$ cat src/core/ccp_regs_cfg.svh
/*
  Register map, field positions and reset values of the chip clock and
  configuration port register bank.
  Assumes inclusion by bare name from core/.
*/
`ifndef CCP_REGS_CFG_SVH
`define CCP_REGS_CFG_SVH

`define CCP_IDX_CLKCTL      8'h24
`define CCP_IDX_RSVD_A      8'h25
`define CCP_IDX_ADDR_LO     8'h26
`define CCP_IDX_ADDR_HI     8'h27
`define CCP_IDX_RSVD_B_LO   8'h28
`define CCP_IDX_RSVD_B_HI   8'h2a
`define CCP_IDX_TEST4       8'h2b
`define CCP_IDX_TEST5       8'h2c
`define CCP_IDX_TEST1       8'h2d
`define CCP_IDX_TEST2       8'h2e
`define CCP_IDX_TEST3       8'h2f

`define CCP_CLKCTL_RST      8'h04
`define CCP_CLKCTL_WMASK    8'h8e
`define CCP_PLL_OFF_BIT     1
`define CCP_CLK_LSB         2
`define CCP_POL_BIT         7
`define CCP_CLK_STOP        2'h3

`define CCP_ADDR_LO_RST0    8'hf0
`define CCP_ADDR_LO_RST1    8'h70
`define CCP_ADDR_HI_RST     8'h03
`define CCP_TEST_RST        8'h00

`endif

$ cat src/core/ccp_pkg.sv
/*
  Types of the chip clock and configuration port register bank.
  Assumes nothing of its surroundings.
*/
package ccp_pkg;
  typedef logic [7:0]  ccp_byte_t;
  typedef logic [15:0] ccp_addr_t;
endpackage : ccp_pkg

$ cat src/core/ccp_regs.sv
/*
  Chip level clock control and relocatable configuration port registers,
  reached over host index and data ports while configuration mode is on.
  Assumes a synchronous host I/O strobe of one cycle per access.
*/
`timescale 1ns/10ps
`include "ccp_regs_cfg.svh"

module ccp_regs (
  input  wire logic               sys_clk,
  input  wire logic               nrst,
  input  wire logic               softReset,
  input  wire logic               strapAlt,
  input  wire logic               configMode,
  input  wire ccp_pkg::ccp_addr_t ioAddr,
  input  wire logic               ioWrite,
  input  wire logic               ioRead,
  input  wire ccp_pkg::ccp_byte_t ioWrData,
  output logic                    ioHit,
  output ccp_pkg::ccp_byte_t      ioRdData,
  output ccp_pkg::ccp_addr_t      cfgPortAddr,
  output logic                    pllEnable,
  output logic                    oscEnable,
  output logic                    baudClockEnable,
  input  wire logic               rtcIrqIn,
  output logic                    rtcInterruptLine
);
  import ccp_pkg::*;

  // ==========================================================
  // Strap capture and port decode
  // ==========================================================
  logic      strapSeen_reg;
  logic      strapVal_reg;
  ccp_byte_t index_reg;
  ccp_byte_t clkCtl_reg;
  ccp_byte_t addrLo_reg;
  ccp_byte_t addrHi_reg;
  ccp_byte_t test4_reg;
  ccp_byte_t test5_reg;
  ccp_byte_t test1_reg;
  ccp_byte_t test2_reg;
  ccp_byte_t test3_reg;
  logic      idxHit;
  logic      dataHit;
  logic      dataWr;
  ccp_byte_t rdMux;

  // The strap is caught on the first edge after reset release.
  always_ff @(posedge sys_clk or negedge nrst) begin
    if (!nrst) begin
      strapSeen_reg <= 1'b0;
      strapVal_reg  <= 1'b0;
    end else if (!strapSeen_reg) begin
      strapSeen_reg <= 1'b1;
      strapVal_reg  <= strapAlt;
    end
  end

  assign cfgPortAddr = {addrHi_reg, addrLo_reg[7:1], 1'b0};
  assign idxHit  = configMode && (ioAddr == cfgPortAddr);
  assign dataHit = configMode && (ioAddr == {cfgPortAddr[15:1], 1'b1});
  assign dataWr  = dataHit && ioWrite;
  assign ioHit   = (idxHit || dataHit) && (ioWrite || ioRead);

  // ==========================================================
  // Index register
  // ==========================================================
  always_ff @(posedge sys_clk or negedge nrst) begin
    if (!nrst) begin
      index_reg <= 8'h00;
    end else if (softReset) begin
      index_reg <= 8'h00;
    end else if (idxHit && ioWrite) begin
      index_reg <= ioWrData;
    end
  end

  // ==========================================================
  // Clock control register
  // ==========================================================
  always_ff @(posedge sys_clk or negedge nrst) begin
    if (!nrst) begin
      clkCtl_reg <= `CCP_CLKCTL_RST;
    end else if (dataWr && index_reg == `CCP_IDX_CLKCTL) begin
      clkCtl_reg <= ioWrData & `CCP_CLKCTL_WMASK;
    end
  end

  assign pllEnable = !clkCtl_reg[`CCP_PLL_OFF_BIT];
  assign oscEnable = clkCtl_reg[`CCP_CLK_LSB +: 2] != `CCP_CLK_STOP;
  assign baudClockEnable = oscEnable;
  assign rtcInterruptLine = rtcIrqIn ^ clkCtl_reg[`CCP_POL_BIT];

  // ==========================================================
  // Configuration port address; soft reset leaves it alone
  // ==========================================================
  logic loLoaded_reg;

  always_ff @(posedge sys_clk or negedge nrst) begin
    if (!nrst) begin
      addrLo_reg   <= `CCP_ADDR_LO_RST0;
      loLoaded_reg <= 1'b0;
    end else if (!strapSeen_reg) begin
      addrLo_reg <= strapAlt ? `CCP_ADDR_LO_RST1 : `CCP_ADDR_LO_RST0;
    end else if (dataWr && index_reg == `CCP_IDX_ADDR_LO) begin
      addrLo_reg   <= {ioWrData[7:1], 1'b0};
      loLoaded_reg <= 1'b1;
    end else if (dataWr && index_reg == `CCP_IDX_ADDR_HI) begin
      loLoaded_reg <= 1'b0;
    end
  end

  // A write to either address byte moves the port; it takes effect next cycle.
  always_ff @(posedge sys_clk or negedge nrst) begin
    if (!nrst) begin
      addrHi_reg <= `CCP_ADDR_HI_RST;
    end else if (dataWr && index_reg == `CCP_IDX_ADDR_HI) begin
      addrHi_reg <= ioWrData;
    end
  end

  // ==========================================================
  // Vendor test registers; software is expected to leave them alone
  // ==========================================================
  // Each test register is plain storage with no effect on the clocks.
  // They are kept apart so that a stray write touches exactly one byte.
  always_ff @(posedge sys_clk or negedge nrst) begin
    if (!nrst) begin
      test4_reg <= `CCP_TEST_RST;
    end else if (dataWr && index_reg == `CCP_IDX_TEST4) begin
      test4_reg <= ioWrData;
    end
  end

  always_ff @(posedge sys_clk or negedge nrst) begin
    if (!nrst) begin
      test5_reg <= `CCP_TEST_RST;
    end else if (dataWr && index_reg == `CCP_IDX_TEST5) begin
      test5_reg <= ioWrData;
    end
  end

  always_ff @(posedge sys_clk or negedge nrst) begin
    if (!nrst) begin
      test1_reg <= `CCP_TEST_RST;
    end else if (dataWr && index_reg == `CCP_IDX_TEST1) begin
      test1_reg <= ioWrData;
    end
  end

  always_ff @(posedge sys_clk or negedge nrst) begin
    if (!nrst) begin
      test2_reg <= `CCP_TEST_RST;
    end else if (dataWr && index_reg == `CCP_IDX_TEST2) begin
      test2_reg <= ioWrData;
    end
  end

  always_ff @(posedge sys_clk or negedge nrst) begin
    if (!nrst) begin
      test3_reg <= `CCP_TEST_RST;
    end else if (dataWr && index_reg == `CCP_IDX_TEST3) begin
      test3_reg <= ioWrData;
    end
  end

  // ==========================================================
  // Read path
  // ==========================================================
  always_comb begin
    unique case (index_reg)
      `CCP_IDX_CLKCTL:  rdMux = clkCtl_reg;
      `CCP_IDX_ADDR_LO: rdMux = addrLo_reg;
      `CCP_IDX_ADDR_HI: rdMux = addrHi_reg;
      `CCP_IDX_TEST4:   rdMux = test4_reg;
      `CCP_IDX_TEST5:   rdMux = test5_reg;
      `CCP_IDX_TEST1:   rdMux = test1_reg;
      `CCP_IDX_TEST2:   rdMux = test2_reg;
      `CCP_IDX_TEST3:   rdMux = test3_reg;
      default:          rdMux = 8'h00;
    endcase
  end

  // Read data is registered and stands until the next read of the index or data port.
  always_ff @(posedge sys_clk or negedge nrst) begin
    if (!nrst) begin
      ioRdData <= 8'h00;
    end else if (ioRead && idxHit) begin
      ioRdData <= index_reg;
    end else if (ioRead && dataHit) begin
      ioRdData <= rdMux;
    end
  end

  // ==========================================================
  // Checks
  // ==========================================================
  pll_bit_a: assert property (@(posedge sys_clk) disable iff (!nrst)
    pllEnable == !clkCtl_reg[1]) else $error("PLL enable disagrees with bit 1.");

  clk_stop_a: assert property (@(posedge sys_clk) disable iff (!nrst)
    (clkCtl_reg[3:2] == 2'h3) |-> (!oscEnable && !baudClockEnable))
    else $error("Clock code 11 did not stop the clocks.");

  clk_alias_a: assert property (@(posedge sys_clk) disable iff (!nrst)
    (clkCtl_reg[3:2] == 2'h2) |-> (oscEnable && baudClockEnable))
    else $error("Clock code 10 did not act like 01.");

  irq_pol_a: assert property (@(posedge sys_clk) disable iff (!nrst)
    rtcInterruptLine == (clkCtl_reg[7] ? !rtcIrqIn : rtcIrqIn))
    else $error("Interrupt polarity wrong.");

  rsvd_read_a: assert property (@(posedge sys_clk) disable iff (!nrst)
    (ioRead && dataHit && (index_reg == 8'h25 || (index_reg >= 8'h28 && index_reg <= 8'h2a)))
    |=> ioRdData == 8'h00) else $error("Reserved location read nonzero.");

  lo_even_a: assert property (@(posedge sys_clk) disable iff (!nrst)
    !addrLo_reg[0] && !cfgPortAddr[0]) else $error("Port address bit 0 set.");

  hi_move_a: assert property (@(posedge sys_clk) disable iff (!nrst)
    (dataWr && index_reg == 8'h27) |=> cfgPortAddr[15:8] == $past(ioWrData))
    else $error("High byte write did not relocate the port.");

  soft_keep_a: assert property (@(posedge sys_clk) disable iff (!nrst)
    (softReset && !dataWr && strapSeen_reg) |=> $stable(cfgPortAddr))
    else $error("Soft reset moved the port.");

  strap_dflt_a: assert property (@(posedge sys_clk) disable iff (!nrst)
    !strapSeen_reg |=> cfgPortAddr == ($past(strapAlt) ? 16'h0370 : 16'h03f0))
    else $error("Default port address wrong.");

  mode_gate_a: assert property (@(posedge sys_clk) disable iff (!nrst)
    !configMode |-> !ioHit) else $error("Port answered outside configuration mode.");

  // The checks below watch the register updates, the clock enables, the port decode and the read path.
  // Several of them compare against the previous cycle's bus values.
  idx_write_a: assert property (@(posedge sys_clk) disable iff (!nrst)
    (idxHit && ioWrite && !softReset) |=> index_reg == $past(ioWrData))
    else $error("Index write was lost.");

  idx_soft_a: assert property (@(posedge sys_clk) disable iff (!nrst)
    softReset |=> index_reg == 8'h00) else $error("Soft reset left the index.");

  idx_hold_a: assert property (@(posedge sys_clk) disable iff (!nrst)
    (!(idxHit && ioWrite) && !softReset) |=> $stable(index_reg))
    else $error("Index changed without a write.");

  clk_keep_a: assert property (@(posedge sys_clk) disable iff (!nrst)
    (clkCtl_reg[3:2] != 2'h3) |-> (oscEnable && baudClockEnable))
    else $error("Clocks stopped for a running code.");

  baud_same_a: assert property (@(posedge sys_clk) disable iff (!nrst)
    baudClockEnable == oscEnable) else $error("Baud clock and oscillator disagree.");

  rsvd_bits_a: assert property (@(posedge sys_clk) disable iff (!nrst)
    (clkCtl_reg[6:4] == 3'h0) && !clkCtl_reg[0])
    else $error("Reserved clock control bit set.");

  clk_write_a: assert property (@(posedge sys_clk) disable iff (!nrst)
    (dataWr && index_reg == 8'h24) |=> clkCtl_reg == ($past(ioWrData) & 8'h8e))
    else $error("Clock control write wrong.");

  clk_hold_a: assert property (@(posedge sys_clk) disable iff (!nrst)
    !(dataWr && index_reg == 8'h24) |=> $stable(clkCtl_reg))
    else $error("Clock control changed without a write.");

  rsvd_write_a: assert property (@(posedge sys_clk) disable iff (!nrst)
    (strapSeen_reg && dataWr && (index_reg == 8'h25 ||
      (index_reg >= 8'h28 && index_reg <= 8'h2a)))
    |=> ($stable(clkCtl_reg) && $stable(cfgPortAddr)))
    else $error("Reserved location write took effect.");

  lo_write_a: assert property (@(posedge sys_clk) disable iff (!nrst)
    (dataWr && index_reg == 8'h26) |=> addrLo_reg == {$past(ioWrData[7:1]), 1'b0})
    else $error("Low address byte write wrong.");

  hi_full_a: assert property (@(posedge sys_clk) disable iff (!nrst)
    (dataWr && index_reg == 8'h27) |=> addrHi_reg == $past(ioWrData))
    else $error("High address byte write wrong.");

  idx_even_a: assert property (@(posedge sys_clk) disable iff (!nrst)
    idxHit |-> !ioAddr[0]) else $error("Index port hit at an odd address.");

  data_odd_a: assert property (@(posedge sys_clk) disable iff (!nrst)
    dataHit |-> ioAddr[0]) else $error("Data port hit at an even address.");

  addr_hold_a: assert property (@(posedge sys_clk) disable iff (!nrst)
    (strapSeen_reg && !(dataWr && (index_reg == 8'h26 || index_reg == 8'h27)))
    |=> $stable(cfgPortAddr)) else $error("Port moved without an address write.");

  test_write_a: assert property (@(posedge sys_clk) disable iff (!nrst)
    (dataWr && index_reg == 8'h2f) |=> test3_reg == $past(ioWrData))
    else $error("Test register write lost.");

  rd_hold_a: assert property (@(posedge sys_clk) disable iff (!nrst)
    !(ioRead && (idxHit || dataHit)) |=> $stable(ioRdData))
    else $error("Read data changed without a read.");

  rd_data_a: assert property (@(posedge sys_clk) disable iff (!nrst)
    (ioRead && dataHit) |=> ioRdData == $past(rdMux))
    else $error("Data port read returned the wrong byte.");

  rd_index_a: assert property (@(posedge sys_clk) disable iff (!nrst)
    (ioRead && idxHit) |=> ioRdData == $past(index_reg))
    else $error("Index port read returned the wrong byte.");

  strobe_hit_a: assert property (@(posedge sys_clk) disable iff (!nrst)
    ioHit |-> (ioWrite || ioRead)) else $error("Hit without a strobe.");

  mode_decode_a: assert property (@(posedge sys_clk) disable iff (!nrst)
    !configMode |-> (!idxHit && !dataHit)) else $error("Decode active outside mode.");

endmodule : ccp_regs

$ cat config.mk
export PLATFORM = sky130hd
export DESIGN_NAME = ccp_regs
export DESIGN_NICKNAME = d
export VERILOG_FILES = /design/src/core/ccp_pkg.sv /design/src/core/ccp_regs.sv
export VERILOG_INCLUDE_DIRS = /design/src /design/src/core
export SDC_FILE = /design/constraint.sdc
export NUM_CORES = 1
export LEC_CHECK = 0
export ABC_CLOCK_PERIOD_IN_PS = 3200
export BUFFER_PORTS_ARGS = -buffer_cell sky130_fd_sc_hd__buf_2
export CORE_ASPECT_RATIO = 0.9
export CORE_MARGIN = 4
export CORE_UTILIZATION = 50
export DETAILED_ROUTE_END_ITERATION = 7
export PLACE_DENSITY = 0.74
export SLEW_MARGIN = 0
export SYNTH_ARGS = -nofsm -noshare
export SYNTH_HDL_FRONTEND = slang
export SYNTH_SLANG_ARGS = --single-unit
$ cat constraint.sdc
create_clock -name sys_clk -period 3.2 [get_ports sys_clk]
set_input_delay 0.64 -clock sys_clk [delete_from_list [all_inputs] [get_ports sys_clk]]
set_output_delay 0.64 -clock sys_clk [all_outputs]
set_load 0.1 [all_outputs]
-- Word level (Yosys, flattened, before mapping)
Index checks and enable logic that the tools add are counted.
- word-level logic and storage cells: 52
- output and inout bits: 29
- input port bits: 32
- flip-flop bits (word level): 77
- reductions and logical operators: 20
- muxes and demuxes: 8
- equal/unequal tests: 12
- bitwise gates (word level): 1
- operator list (kind ; count):
    == test 8 x 6 -> 1 bit, second input constant ; 8
    case mux 8 bit (8 select lines) ; 1
    two-way mux 8 bit ; 7
    == test 16 bit ; 2
    logical AND 1 bit ; 15
    nonzero test 2 bit ; 2
    logical OR 1 bit ; 2
    inequality test 2 x 1 -> 1 bit, second input constant ; 1
    inequality test 2 bit, second input constant ; 1
    zero test 1 bit ; 1
    XOR 1 bit ; 1

-- Depth between registers and ports, before layout
Gate-level depths: netlist (run 1).
- depth in word-level cells: 6
- gate-level depth with buffers: 8
- mapped depth without buffers: 5

-- Worst setup path before layout (run 1)
OpenSTA, ideal clock, no wires.
- path type: register to output
- from: register addrHi_reg[2]
- to: output port ioHit
- cell stages (with the launch flop): 5
- data required time: 2.560 ns
- path buffers: 0
- arrival time: 2.624 ns
- path slack: -0.064 ns
- path through: dfrtp_1 xnor2_1 nand4_1 nor4_1 o21a_1
- word-level cells in the longest chain between the ends: 4
- elaborated cells on any way between the ends: 6
- classes of those cells: eq/ne: 2; reduce/logical: 4
- RTL lines (item ; RTL line ; text):
    from (decl) ; ccp_regs.sv:38 ; ccp_byte_t addrHi_reg;
    from (signal assigned) ; ccp_regs.sv:117 ; addrHi_reg <= `CCP_ADDR_HI_RST;
    from (signal assigned) ; ccp_regs.sv:119 ; addrHi_reg <= ioWrData;
    == test 16 bit (on tied branches) ; ccp_regs.sv:61, ccp_regs.sv:62 ;
    logical AND 1 bit (on tied branches) ; ccp_regs.sv:61, ccp_regs.sv:62 ;
    logical OR 1 bit * ; ccp_regs.sv:64 ; assign ioHit = (idxHit || dataHit) && (ioWrite || ioRead);
    logical AND 1 bit * ; ccp_regs.sv:64 ;
    to (decl) ; ccp_regs.sv:19 ; output logic ioHit,
Every way passes the cells marked *; elsewhere a longest branch is shown, timed or not.

-- Final worst setup path (run 1)
- from: register addrLo_reg[4]
- to: output port ioHit
- word-level cells in the longest chain between the ends: 4
- elaborated cells on any way between the ends: 6
- classes of those cells: eq/ne: 2; reduce/logical: 4
- RTL lines (item ; RTL line ; text):
    from (decl) ; ccp_regs.sv:37 ; ccp_byte_t addrLo_reg;
    from (signal assigned) ; ccp_regs.sv:102 ; addrLo_reg <= `CCP_ADDR_LO_RST0;
    from (signal assigned) ; ccp_regs.sv:105 ; addrLo_reg <= strapAlt ? `CCP_ADDR_LO_RST1 : `CCP_ADDR_LO_RST0;
    from (signal assigned) ; ccp_regs.sv:107 ; addrLo_reg <= {ioWrData[7:1], 1'b0};
    == test 16 bit (on tied branches) ; ccp_regs.sv:61, ccp_regs.sv:62 ;
    logical AND 1 bit (on tied branches) ; ccp_regs.sv:61, ccp_regs.sv:62 ;
    logical OR 1 bit * ; ccp_regs.sv:64 ;
    logical AND 1 bit * ; ccp_regs.sv:64 ;
Marked as above.

==> summary.txt, run 1 <==
Clocking
  • Bufs on Longest Clock Path: 2
  • # resized after CTS: 0
  • Clock Latency Late Sink: 0.35 ns
  • CTS Root Cell: clkbuf_8
  • CTS tree: done
  • Clock Pin Slew Worst Setup and Hold Paths: 0.08 ns
  • Clock sinks: 76
  • Hold Buf Count CTS: 0
  • Setup bufs post-CTS: 0
  • H-tree levels: 3
  • Cts bufs inserted: 9

Cells and area
  • N_diodes: 0
  • Final Util: 0.601
  • Share of layout cells above drive strength 1: 0.410
  • P&R area growth vs syn: 15.9%
  • Layout Nets: 425

Worst setup path
  • FF-to-FF path depth: 5
  • WP data arrival: 2.19 ns
  • Crit Path Category: reg -> out
  • CP Max Fanout: 5
  • WP data required: 2.56 ns
  • Crit end category: output pin
  • Critical Path Start Type: flop

Synthesis
  • Syn nets: 366
  • Post-Syn Area: 0.00393 mm²
  • Mapped Avg Cell Area: 11.8 µm²
  • Sequential share of the synthesized area: 0.486
  • Top post-synthesis cells by area: dfrtp_1 44%, mux2_2 16%, dfstp_2 4.7%
  • Yosys reg bits: 76
  • Top post-synthesis cells by count: 69 x dfrtp_1, 57 x mux2_2, 24 x nand3_1
  • Yosys warns: 0
  • Post-synth top area cell: dfrtp_1
  • Netlist cell types: 53
  • Post-synth EDFFs: 0
  • Post-synthesis async set-or-reset flop share: 1.00
  • Post-synthesis cell count: 334
  • Synth top area share: 0.439
  • Ys flop type: dfrtp_1
  • Top-count cell post-synth: dfrtp_1

STA
  • Final hold vios: 0
  • Fin. max-slew vios: 0
  • Setup_tns: 0 ns
  • Worst slew margin: 0.473
  • Pin slew with the least headroom to its limit: 0.791 ns
  • Clock Skew: 0.0112 ns
  • Fin crit share: 0.884
  • Fmax: 353 MHz
  • Period minus WS final: 2.83 ns
  • RSZ-0062 raised after global routing: false
  • Setup violations, final: 0

Global routing
  • Global-route wire length before repair: 16600 µm
  • GRT Residual Overflow: 0
  • Initial antenna violation count: 0
  • Vias in the first global route: 3035
  • Largest net degree at the start of global routing: 45
  • Overall routing resource usage: 0.235

Placed design
  • HPWL after DPL: 7310 µm
  • IO buf count: 59
  • GPL Wtd Cong: 0.914

Floorplan
  • Starting Density: 0.518
  • Die height: 92.1 µm
  • Count of standard-cell rows: 30
  • IO Count: 61
  • Core Footprint: 0.00758 mm²
  • Die Width: 101 µm
  • Die Area: 0.00934 mm²

Routing
  • Final WL: 10300 µm
  • DRC: 0
  • WL/cell: 20.9 µm
  • Starting DRT DRC Count: 222
  • Vias: 3090
  • First-pass iteration count of the detailed router: 5
  • Vias per inst: 6.26
  • Antenna viol nets, final: 0

Power and ir drop
  • LEAKAGE: 2.04 nW
  • Peak VDD IR: 0.238 mV
  • Pwr per Cell Area: 394 mW/mm²

Status
  • Status: finished, final reports clean

Worst hold path
  • Class of the worst hold path: in -> async

Job
  • Max Cap Viol: 0
==> final timing paths <==
kind / startpoint / to / slack, ns
setup / recovery: addrLo_reg[4] / ioHit / 0.37
hold / removal: nrst / addrHi_reg[5] / 0.37
setup reg to reg: addrLo_reg[4] / test4_reg[6] / 0.39
hold reg to reg: strapSeen_reg / addrLo_reg[6] / 0.49
max in group asynchronous: nrst / addrHi_reg[1] / 2.08
min in group sys_clk: strapAlt / addrLo_reg[7] / 0.44
==> kinds of logic after synthesis <==
family | share of synthesized area
xor+xnor | 0.0357
other cells | 0.00191
simple gates | 0.125
compound gates | 0.123
buf+inv | 0.0309
mux | 0.197
flops | 0.486
==> layout by cell type (no fill, tap or decap), types with 3 or more instances in the layout <==
cell type    n
a211oi_1     6
a21oi_1     15
a22o_1       6
a22oi_1      3
a31oi_1      4
buf_2       58
buf_4       10
clkbuf_8     9
clkinvlp_4   3
dfrtp_1     69
dfstp_2      7
inv_1        5
mux2_2      57
mux2i_1     10
nand2_1      7
nand3_1     24
nand3b_1     4
nand4_1      6
nand4b_1     3
nor2_1       3
nor2b_1      4
nor3_4       3
o21ai_0     17
o2bb2ai_1   11
xnor2_1     15
==> final cells by class <==
cell class | instances | area [µm²]
clock buffer | 10 | 128
clock inverter | 6 | 66.3
fill | 654 | 3030
inverter | 5 | 18.8
multi-input combinational | 231 | 1910
sequential | 76 | 1910
tap | 96 | 120
timing repair buffer | 70 | 405
==> through the flow <==
step	power [mW]	cells	setup WS (ns)	hold WS, ns	cell area [µm²]
2_1_floorplan	1.02	334	0.184	0.344	3930
3_3_place_gp	1.09	478	0.266	0.466	4360
3_5_place_dp	1.09	478	0.222	0.464	4360
4_1_cts	1.80	494	0.389	0.385	4550
5_1_grt	1.86	494	0.283	0.418	4550
6_report	1.80	494	0.370	0.367	4550
==> report_power, final <==
part	total [mW]	switching, mW	internal (mW)
Clock	0.725	0.365	0.360
Sequential	0.965	0.00236	0.963
Combinational	0.106	0.0781	0.0275
Total	1.80	0.445	1.35
==> worst max-delay path, cell delays in order (launching register included) <==
cell and delay (ns):
dfstp_2 0.62, xnor2_1 0.14, nand4_1 0.22, nor4_1 0.34, buf_4 0.19, o21a_2 0.15, buf_12 0.17
==> per-layer routing <==
layer | vias to the layer above | global-route usage | share of wire
met1 | 1529 | 0.341 | 0.43
li1 | 1366 | - | -
met2 | 172 | 0.343 | 0.45
met4 | 0 | 0.0764 | 0.019
met5 | - | 0 | 0
met3 | 23 | 0.0563 | 0.097
(Power assumes the default switching activity.)
==> run 2, diff against run 1 <==
--- a/config.mk
+++ b/config.mk
@@ -7,12 +7,14 @@
 export NUM_CORES = 1
 export LEC_CHECK = 0
 export ABC_CLOCK_PERIOD_IN_PS = 3200
-export BUFFER_PORTS_ARGS = -buffer_cell sky130_fd_sc_hd__buf_2
+export CAP_MARGIN = 20
 export CORE_ASPECT_RATIO = 0.9
 export CORE_MARGIN = 4
 export CORE_UTILIZATION = 50
 export DETAILED_ROUTE_END_ITERATION = 7
-export PLACE_DENSITY = 0.74
+export DONT_BUFFER_PORTS = 1
+export GPL_ROUTABILITY_DRIVEN = 0
+export PLACE_DENSITY = 0.67
 export SLEW_MARGIN = 0
 export SYNTH_ARGS = -nofsm -noshare
 export SYNTH_HDL_FRONTEND = slang
==> run 2 against run 1 <==
First-iteration DRC count is 1.4% lower. Sequential power barely moved. Flip-flop and latch count is the same. Clock skew shrank 0.0043 ns. Hold slack got worse by 0.25 ns. Combinational power shrank 39%. Global-route usage is 0.30 points higher. Design area fell by 3.9%. Routed wire length up 1.5%. Power shrank 6.0%. Sequential share of layout area is 1.7 points higher. Critical path type unchanged. Largest power group unchanged. Highest routed layer unchanged.
==> summary.txt, run 2 (synthesized netlist as in run 1, its figures left out) <==
STA
  • Worst slew margin: 0.319 (-0.154)
  • Setup violations, final: 0 (unchanged)
  • Fin crit share: 0.934 (+0.0498)
  • Clock Skew: 0.00691 ns (-0.00432 ns)
  • Period minus WS final: 2.99 ns (+0.159 ns)
  • Final hold slack: 0.118 ns (-0.249 ns)
  • Fmax: 335 MHz (-5.3%)
  • Final hold vios: 0 (unchanged)
  • Pin slew with the least headroom to its limit: 1.02 ns (+0.227 ns)
  • Fin. max-slew vios: 0 (unchanged)
  • Fin worst setup slack: 0.211 ns (-0.159 ns)
  • Setup_tns: 0 ns (unchanged)
  • RSZ-0062 raised after global routing: false

Routing
  • Antenna viol nets, final: 0 (unchanged)
  • Metal3 WL: 1100 µm (+9.9%)
  • Vias per inst: 6.39 (+2.2%)
  • First-pass iteration count of the detailed router: 5 (unchanged)
  • Top sig layer: met4
  • Final WL: 10500 µm (+1.5%)
  • Starting DRT DRC Count: 219 (-1.4%)
  • Vias: 2883 (-6.7%)
  • Met1 wire length: 4440 µm (-0.56%)
  • WL/cell: 23.3 µm (+11%)
  • DRC: 0 (unchanged)
  • Met2 wire length: 4810 µm (+3.3%)

Global routing
  • Largest net degree at the start of global routing: 70 (+56%)
  • Vias in the first global route: 2889 (-4.8%)
  • GRT Residual Overflow: 0 (unchanged)
  • Global-route wire length before repair: 16500 µm (-0.67%)
  • Overall routing resource usage: 0.238 (+0.00298)
  • Initial antenna violation count: 0 (unchanged)

Power and ir drop
  • Peak VDD IR: 0.250 mV (+5.0%)
  • LEAKAGE: 1.87 nW (-8.6%)
  • Total power: 1.69 mW (-6.0%)
  • Pwr per Cell Area: 385 mW/mm² (-2.2%)

Clocking
  • CTS Root Cell: clkbuf_8
  • Clock sinks: 76 (unchanged)
  • Cts bufs inserted: 9 (unchanged)
  • Bufs on Longest Clock Path: 2 (unchanged)
  • CTS tree: done
  • H-tree levels: 3 (unchanged)
  • Setup bufs post-CTS: 0 (unchanged)
  • Clock Pin Slew Worst Setup and Hold Paths: 0.08 ns (about the same)
  • Clock Latency Late Sink: 0.36 ns (about the same)

Placed design
  • Area after DPL: 0.00417 mm² (-4.3%)
  • Worst slack, placed: 0.310 ns (+0.0876 ns)
  • HPWL after DPL: 7200 µm (-1.5%)
  • IO buf count: 0 (-100%)

Worst setup path
  • Crit end category: output pin
  • Critical Path Start Type: flop
  • WP data arrival: 2.35 ns (+0.16 ns)
  • WP data required: 2.56 ns (about the same)
  • Max stage delay on crit path: 0.57 ns (-0.05 ns)
  • Crit Path Category: reg -> out
  • Critical Path, Cell by Cell: xnor2_1 > nand4_1 > nor4_1 > buf_4 > o21a_2 > buf_12
  • CP Max Fanout: 5 (unchanged)
  • Slowest-stage cell, CP: dfstp_2

Cells and area
  • N_diodes: 0 (unchanged)
  • Most common cell after layout, fill and taps aside: dfrtp_1
  • P&R area growth vs syn: 11.4%
  • Finished Cell Area: 0.00438 mm² (-3.9%)
  • Share of layout cells above drive strength 1: 0.346 (-0.0631)
  • Most frequent cells in the layout: 69 x dfrtp_1, 57 x mux2_2, 25 x buf_4
  • Layout Nets: 382 (-10%)

Floorplan
  • IO Count: 61 (unchanged)
  • Core Footprint: 0.00758 mm² (unchanged)
  • Die Width: 101 µm (unchanged)
  • Die Area: 0.00934 mm² (unchanged)
  • Starting Density: 0.518 (unchanged)
  • Die height: 92.1 µm (unchanged)
  • Count of standard-cell rows: 30 (unchanged)

Worst hold path
  • Class of the worst hold path: in -> async

Job
  • Max Cap Viol: 0 (unchanged)

Status
  • Status: finished, final reports clean
[run 2: cell type report]
cell class,count,area (µm²)
tap,96,120
multi-input combinational,231,1920
sequential,76,1910
timing repair buffer,27,235
inverter,5,18.8
fill,650,3200
clock inverter,6,40.0
clock buffer,10,138
[run 2: what timing repair did]
action,in CTS,in global routing
gates resized for setup,0,0
hold buffers,1,0
endpoints found under the hold margin,69,0
[run 2: final timing paths]
kind                       cells after the start          start       endpoint  slack [ns]
min in group sys_clk                           1      softReset   index_reg[7]        0.33
hold reg to reg                                1   test5_reg[6]   test5_reg[6]        0.50
hold / removal                                 0           nrst  addrLo_reg[5]        0.12
setup / recovery                               6  addrLo_reg[4]          ioHit        0.21
setup reg to reg                               5  addrLo_reg[4]   test4_reg[5]        0.39
max in group asynchronous                      1           nrst    ioRdData[3]        2.75
[run 2: worst max-delay path: cells and delay by family, from the launching register on]
kind            cells  cell delay [ns]
simple gates        2             0.76
flops               1             0.57
buf+inv             2             0.39
compound gates      1             0.15
xor+xnor            1             0.12
[run 2: layer usage]
layer  up-vias  GRT usage
li1       1278          -
met1      1456      0.330
met2       139      0.340
met3        10     0.0989
met4         0     0.0676
met5         -          0
[run 2: where the power goes]
| group | leakage [nW] | switching, mW | internal (mW) | total (mW) |
|---|---|---|---|---|
| Combinational | 0.753 | 0.0475 | 0.0167 | 0.0642 |
| Clock | 0.0803 | 0.360 | 0.299 | 0.659 |
| Sequential | 1.04 | 0.00220 | 0.963 | 0.965 |
| Total | 1.87 | 0.409 | 1.28 | 1.69 |
[run 2: metrics by stage]
step           std cells   util
4_1_cts              451  0.577
6_report             451  0.577
2_1_floorplan        334      -
3_5_place_dp         434  0.550
3_3_place_gp         434  0.550
5_1_grt              451  0.577
==> run 3, diff against run 2 <==
--- a/config.mk
+++ b/config.mk
@@ -10,11 +10,11 @@
 export CAP_MARGIN = 20
 export CORE_ASPECT_RATIO = 0.9
 export CORE_MARGIN = 4
-export CORE_UTILIZATION = 50
+export CORE_UTILIZATION = 30
 export DETAILED_ROUTE_END_ITERATION = 7
 export DONT_BUFFER_PORTS = 1
 export GPL_ROUTABILITY_DRIVEN = 0
-export PLACE_DENSITY = 0.67
+export PLACE_DENSITY = 0.46
 export SLEW_MARGIN = 0
 export SYNTH_ARGS = -nofsm -noshare
 export SYNTH_HDL_FRONTEND = slang
==> run 3 against run 2 <==
Clock power up 41%. Combinational power increased by 1%. Power up 16%. Clock skew decreased by 0.0016 ns. Critical endpoint unchanged. Largest cell class unchanged.
==> summary.txt, run 3 (synthesized netlist as in run 1, its figures left out) <==
Cells and area
  • N_diodes: 0 (unchanged)
  • Most frequent cells in the layout: 69 x dfrtp_1, 57 x mux2_2, 27 x buf_4
  • P&R area growth vs syn: 16.8%
  • Fin cells: 522 (+16%)
  • Fillcell total: 1269 (+95%)
  • Layout Nets: 385 (+0.79%)
  • Share of layout cells above drive strength 1: 0.349 (+0.00268)
  • Most common cell after layout, fill and taps aside: dfrtp_1

Status
  • Status: finished, final reports clean

Global routing
  • Vias in the first global route: 3000 (+3.8%)
  • GRT Residual Overflow: 0 (unchanged)
  • Global-route wire length before repair: 18600 µm (+13%)
  • Overall routing resource usage: 0.168 (-0.0697)
  • Largest net degree at the start of global routing: 70 (unchanged)
  • Initial antenna violation count: 0 (unchanged)

Routing
  • DRC: 0 (unchanged)
  • Vias per inst: 5.40 (-16%)
  • First-pass iteration count of the detailed router: 4 (-1)
  • Final WL: 11800 µm (+12%)
  • Antenna viol nets, final: 0 (unchanged)
  • WL/cell: 22.6 µm (-2.9%)
  • Starting DRT DRC Count: 226 (+3.2%)
  • Vias: 2819 (-2.2%)

Floorplan
  • Core Footprint: 0.0127 mm² (+68%)
  • IO Count: 61 (unchanged)
  • Die height: 117 µm (+27%)
  • Die Width: 129 µm (+27%)
  • Die Area: 0.0150 mm² (+61%)
  • Starting Density: 0.309 (-0.210)
  • Count of standard-cell rows: 39 (+30%)

Worst setup path
  • CP Max Fanout: 5 (unchanged)
  • FF-to-FF path depth: 6 (+1)
  • FF-to-FF Start: addrLo_reg[4]
  • Crit end category: output pin
  • Crit Path Category: reg -> out
  • WP data required: 2.56 ns (about the same)
  • Critical Path, Cell by Cell: xnor2_1 > nand4_1 > nor4_1 > buf_4 > o21a_2 > buf_12
  • Max stage delay on crit path: 0.58 ns (about the same)
  • Internal reg-to-reg setup slack: 0.39 ns (about the same)
  • Slowest-stage cell, CP: dfstp_2
  • WP data arrival: 2.31 ns (-0.04 ns)
  • Reg2reg end: test2_reg[2]
  • Critical Path Start Type: flop

STA
  • Fin crit share: 0.923 (-0.0107)
  • Final hold vios: 0 (unchanged)
  • Fmax: 338 MHz (+1.2%)
  • Clock Skew: 0.00527 ns (-0.00164 ns)
  • Fin. max-slew vios: 0 (unchanged)
  • RSZ-0062 raised after global routing: false
  • Setup violations, final: 0 (unchanged)
  • Period minus WS final: 2.95 ns (-0.0342 ns)
  • Pin slew with the least headroom to its limit: 1.00 ns (-0.0131 ns)
  • Worst slew margin: 0.328 (+0.00873)
  • Setup_tns: 0 ns (unchanged)

Job
  • Max Cap Viol: 0 (unchanged)

Clocking
  • Clock sinks: 76 (unchanged)
  • CTS tree: done
  • Clock Latency Late Sink: 0.34 ns (-0.02 ns)
  • Clock Pin Slew Worst Setup and Hold Paths: 0.06 ns (-0.02 ns)
  • CTS Root Cell: clkbuf_16
  • H-tree levels: 3 (unchanged)
  • Bufs on Longest Clock Path: 2 (unchanged)
  • # resized after CTS: 0 (unchanged)
  • Cts bufs inserted: 9 (unchanged)

Power and ir drop
  • Gate power share: 0.033 (-0.005)
  • Peak VDD IR: 0.229 mV (-8.7%)
  • Switch share: 0.224 (-0.0190)
  • Clock power frac: 0.474 (+0.084)
  • Pwr per Cell Area: 427 mW/mm² (+11%)
  • LEAKAGE: 1.94 nW (+4.0%)
  • Seq pwr share: 0.493 (-0.079)
  • Internal power: 1.52 mW (+19%)
  • Sw Pwr: 0.438 mW (+7.0%)

Placed design
  • HPWL after DPL: 8530 µm (+18%)
  • DP Cell Count: 505 (+16%)
  • IO buf count: 0 (unchanged)

Worst hold path
  • Class of the worst hold path: in -> async
[run 3: timing repair]
| action | CTS | global route |
|---|---|---|
| hold buffers | 1 | 0 |
| buffers inserted | 0 | 0 |
| endpoints found under the hold margin | 69 | 0 |
[run 3: final cells by class]
type | instances | area (µm²) | share of cell area
Multi-Input combinational cell | 231 | 1920 | 0.417
Sequential cell | 76 | 1910 | 0.416
Timing Repair Buffer | 30 | 270 | 0.0589
Clock buffer | 11 | 243 | 0.0529
Tap cell | 164 | 205 | 0.0447
Clock inverter | 5 | 27.5 | 0.00600
Inverter | 5 | 18.8 | 0.00409
[run 3: worst max-delay path, delay by kind of cell, from the launching register on]
kind                   cells  cell delay (ns)
AO/OA/AOI/OAI              1             0.15
XOR/XNOR                   1             0.13
buffers and inverters      2             0.38
flip-flops                 1             0.58
AND/OR/NAND/NOR            2             0.73
[run 3: worst max-delay path by stage]
stage	from	slack [ns]	to	depth (start not counted)
floorplan	addrHi_reg[2]	0.18	ioHit	4
global placement	ioAddr[9]	0.31	test2_reg[0]	6
detailed placement	ioAddr[9]	0.30	test2_reg[2]	6
CTS	addrLo_reg[4]	0.20	ioHit	6
global route	addrLo_reg[4]	0.08	ioHit	6
finish	addrLo_reg[4]	0.25	ioHit	6
[run 3: power by group through the flow]
stage | Clock (mW) | Sequential, mW | Combinational, mW
finish | 0.928 | 0.966 | 0.0650
global route | 0.999 | 0.966 | 0.0715
CTS | 0.953 | 0.966 | 0.0669
detailed placement | 0 | 0.983 | 0.0448
global placement | 0 | 0.983 | 0.0446
floorplan | 0 | 0.992 | 0.0307
[run 3: metrics by stage]
stage | worst slack (ns) | power [mW] | utilization | instance area [µm²] | hold WS, ns
detailed placement | 0.299 | 1.03 | 0.337 | 4290 | 0.348
CTS | 0.203 | 1.99 | 0.360 | 4590 | 0.132
finish | 0.245 | 1.96 | 0.360 | 4590 | 0.146
global placement | 0.314 | 1.03 | 0.337 | 4290 | 0.348
global route | 0.0831 | 2.04 | 0.360 | 4590 | 0.126
floorplan | 0.184 | 1.02 | - | 3930 | 0.344
[run 3: routing by layer]
layer | routed length (µm) | share of wire | global-route usage | vias up
met2 | 5020 | 0.43 | 0.241 | 107
met5 | 0 | 0 | 0 | -
met1 | 5460 | 0.46 | 0.240 | 1431
li1 | - | - | - | 1279
met3 | 1260 | 0.11 | 0.0604 | 2
met4 | 48 | 0.0041 | 0.0448 | 0
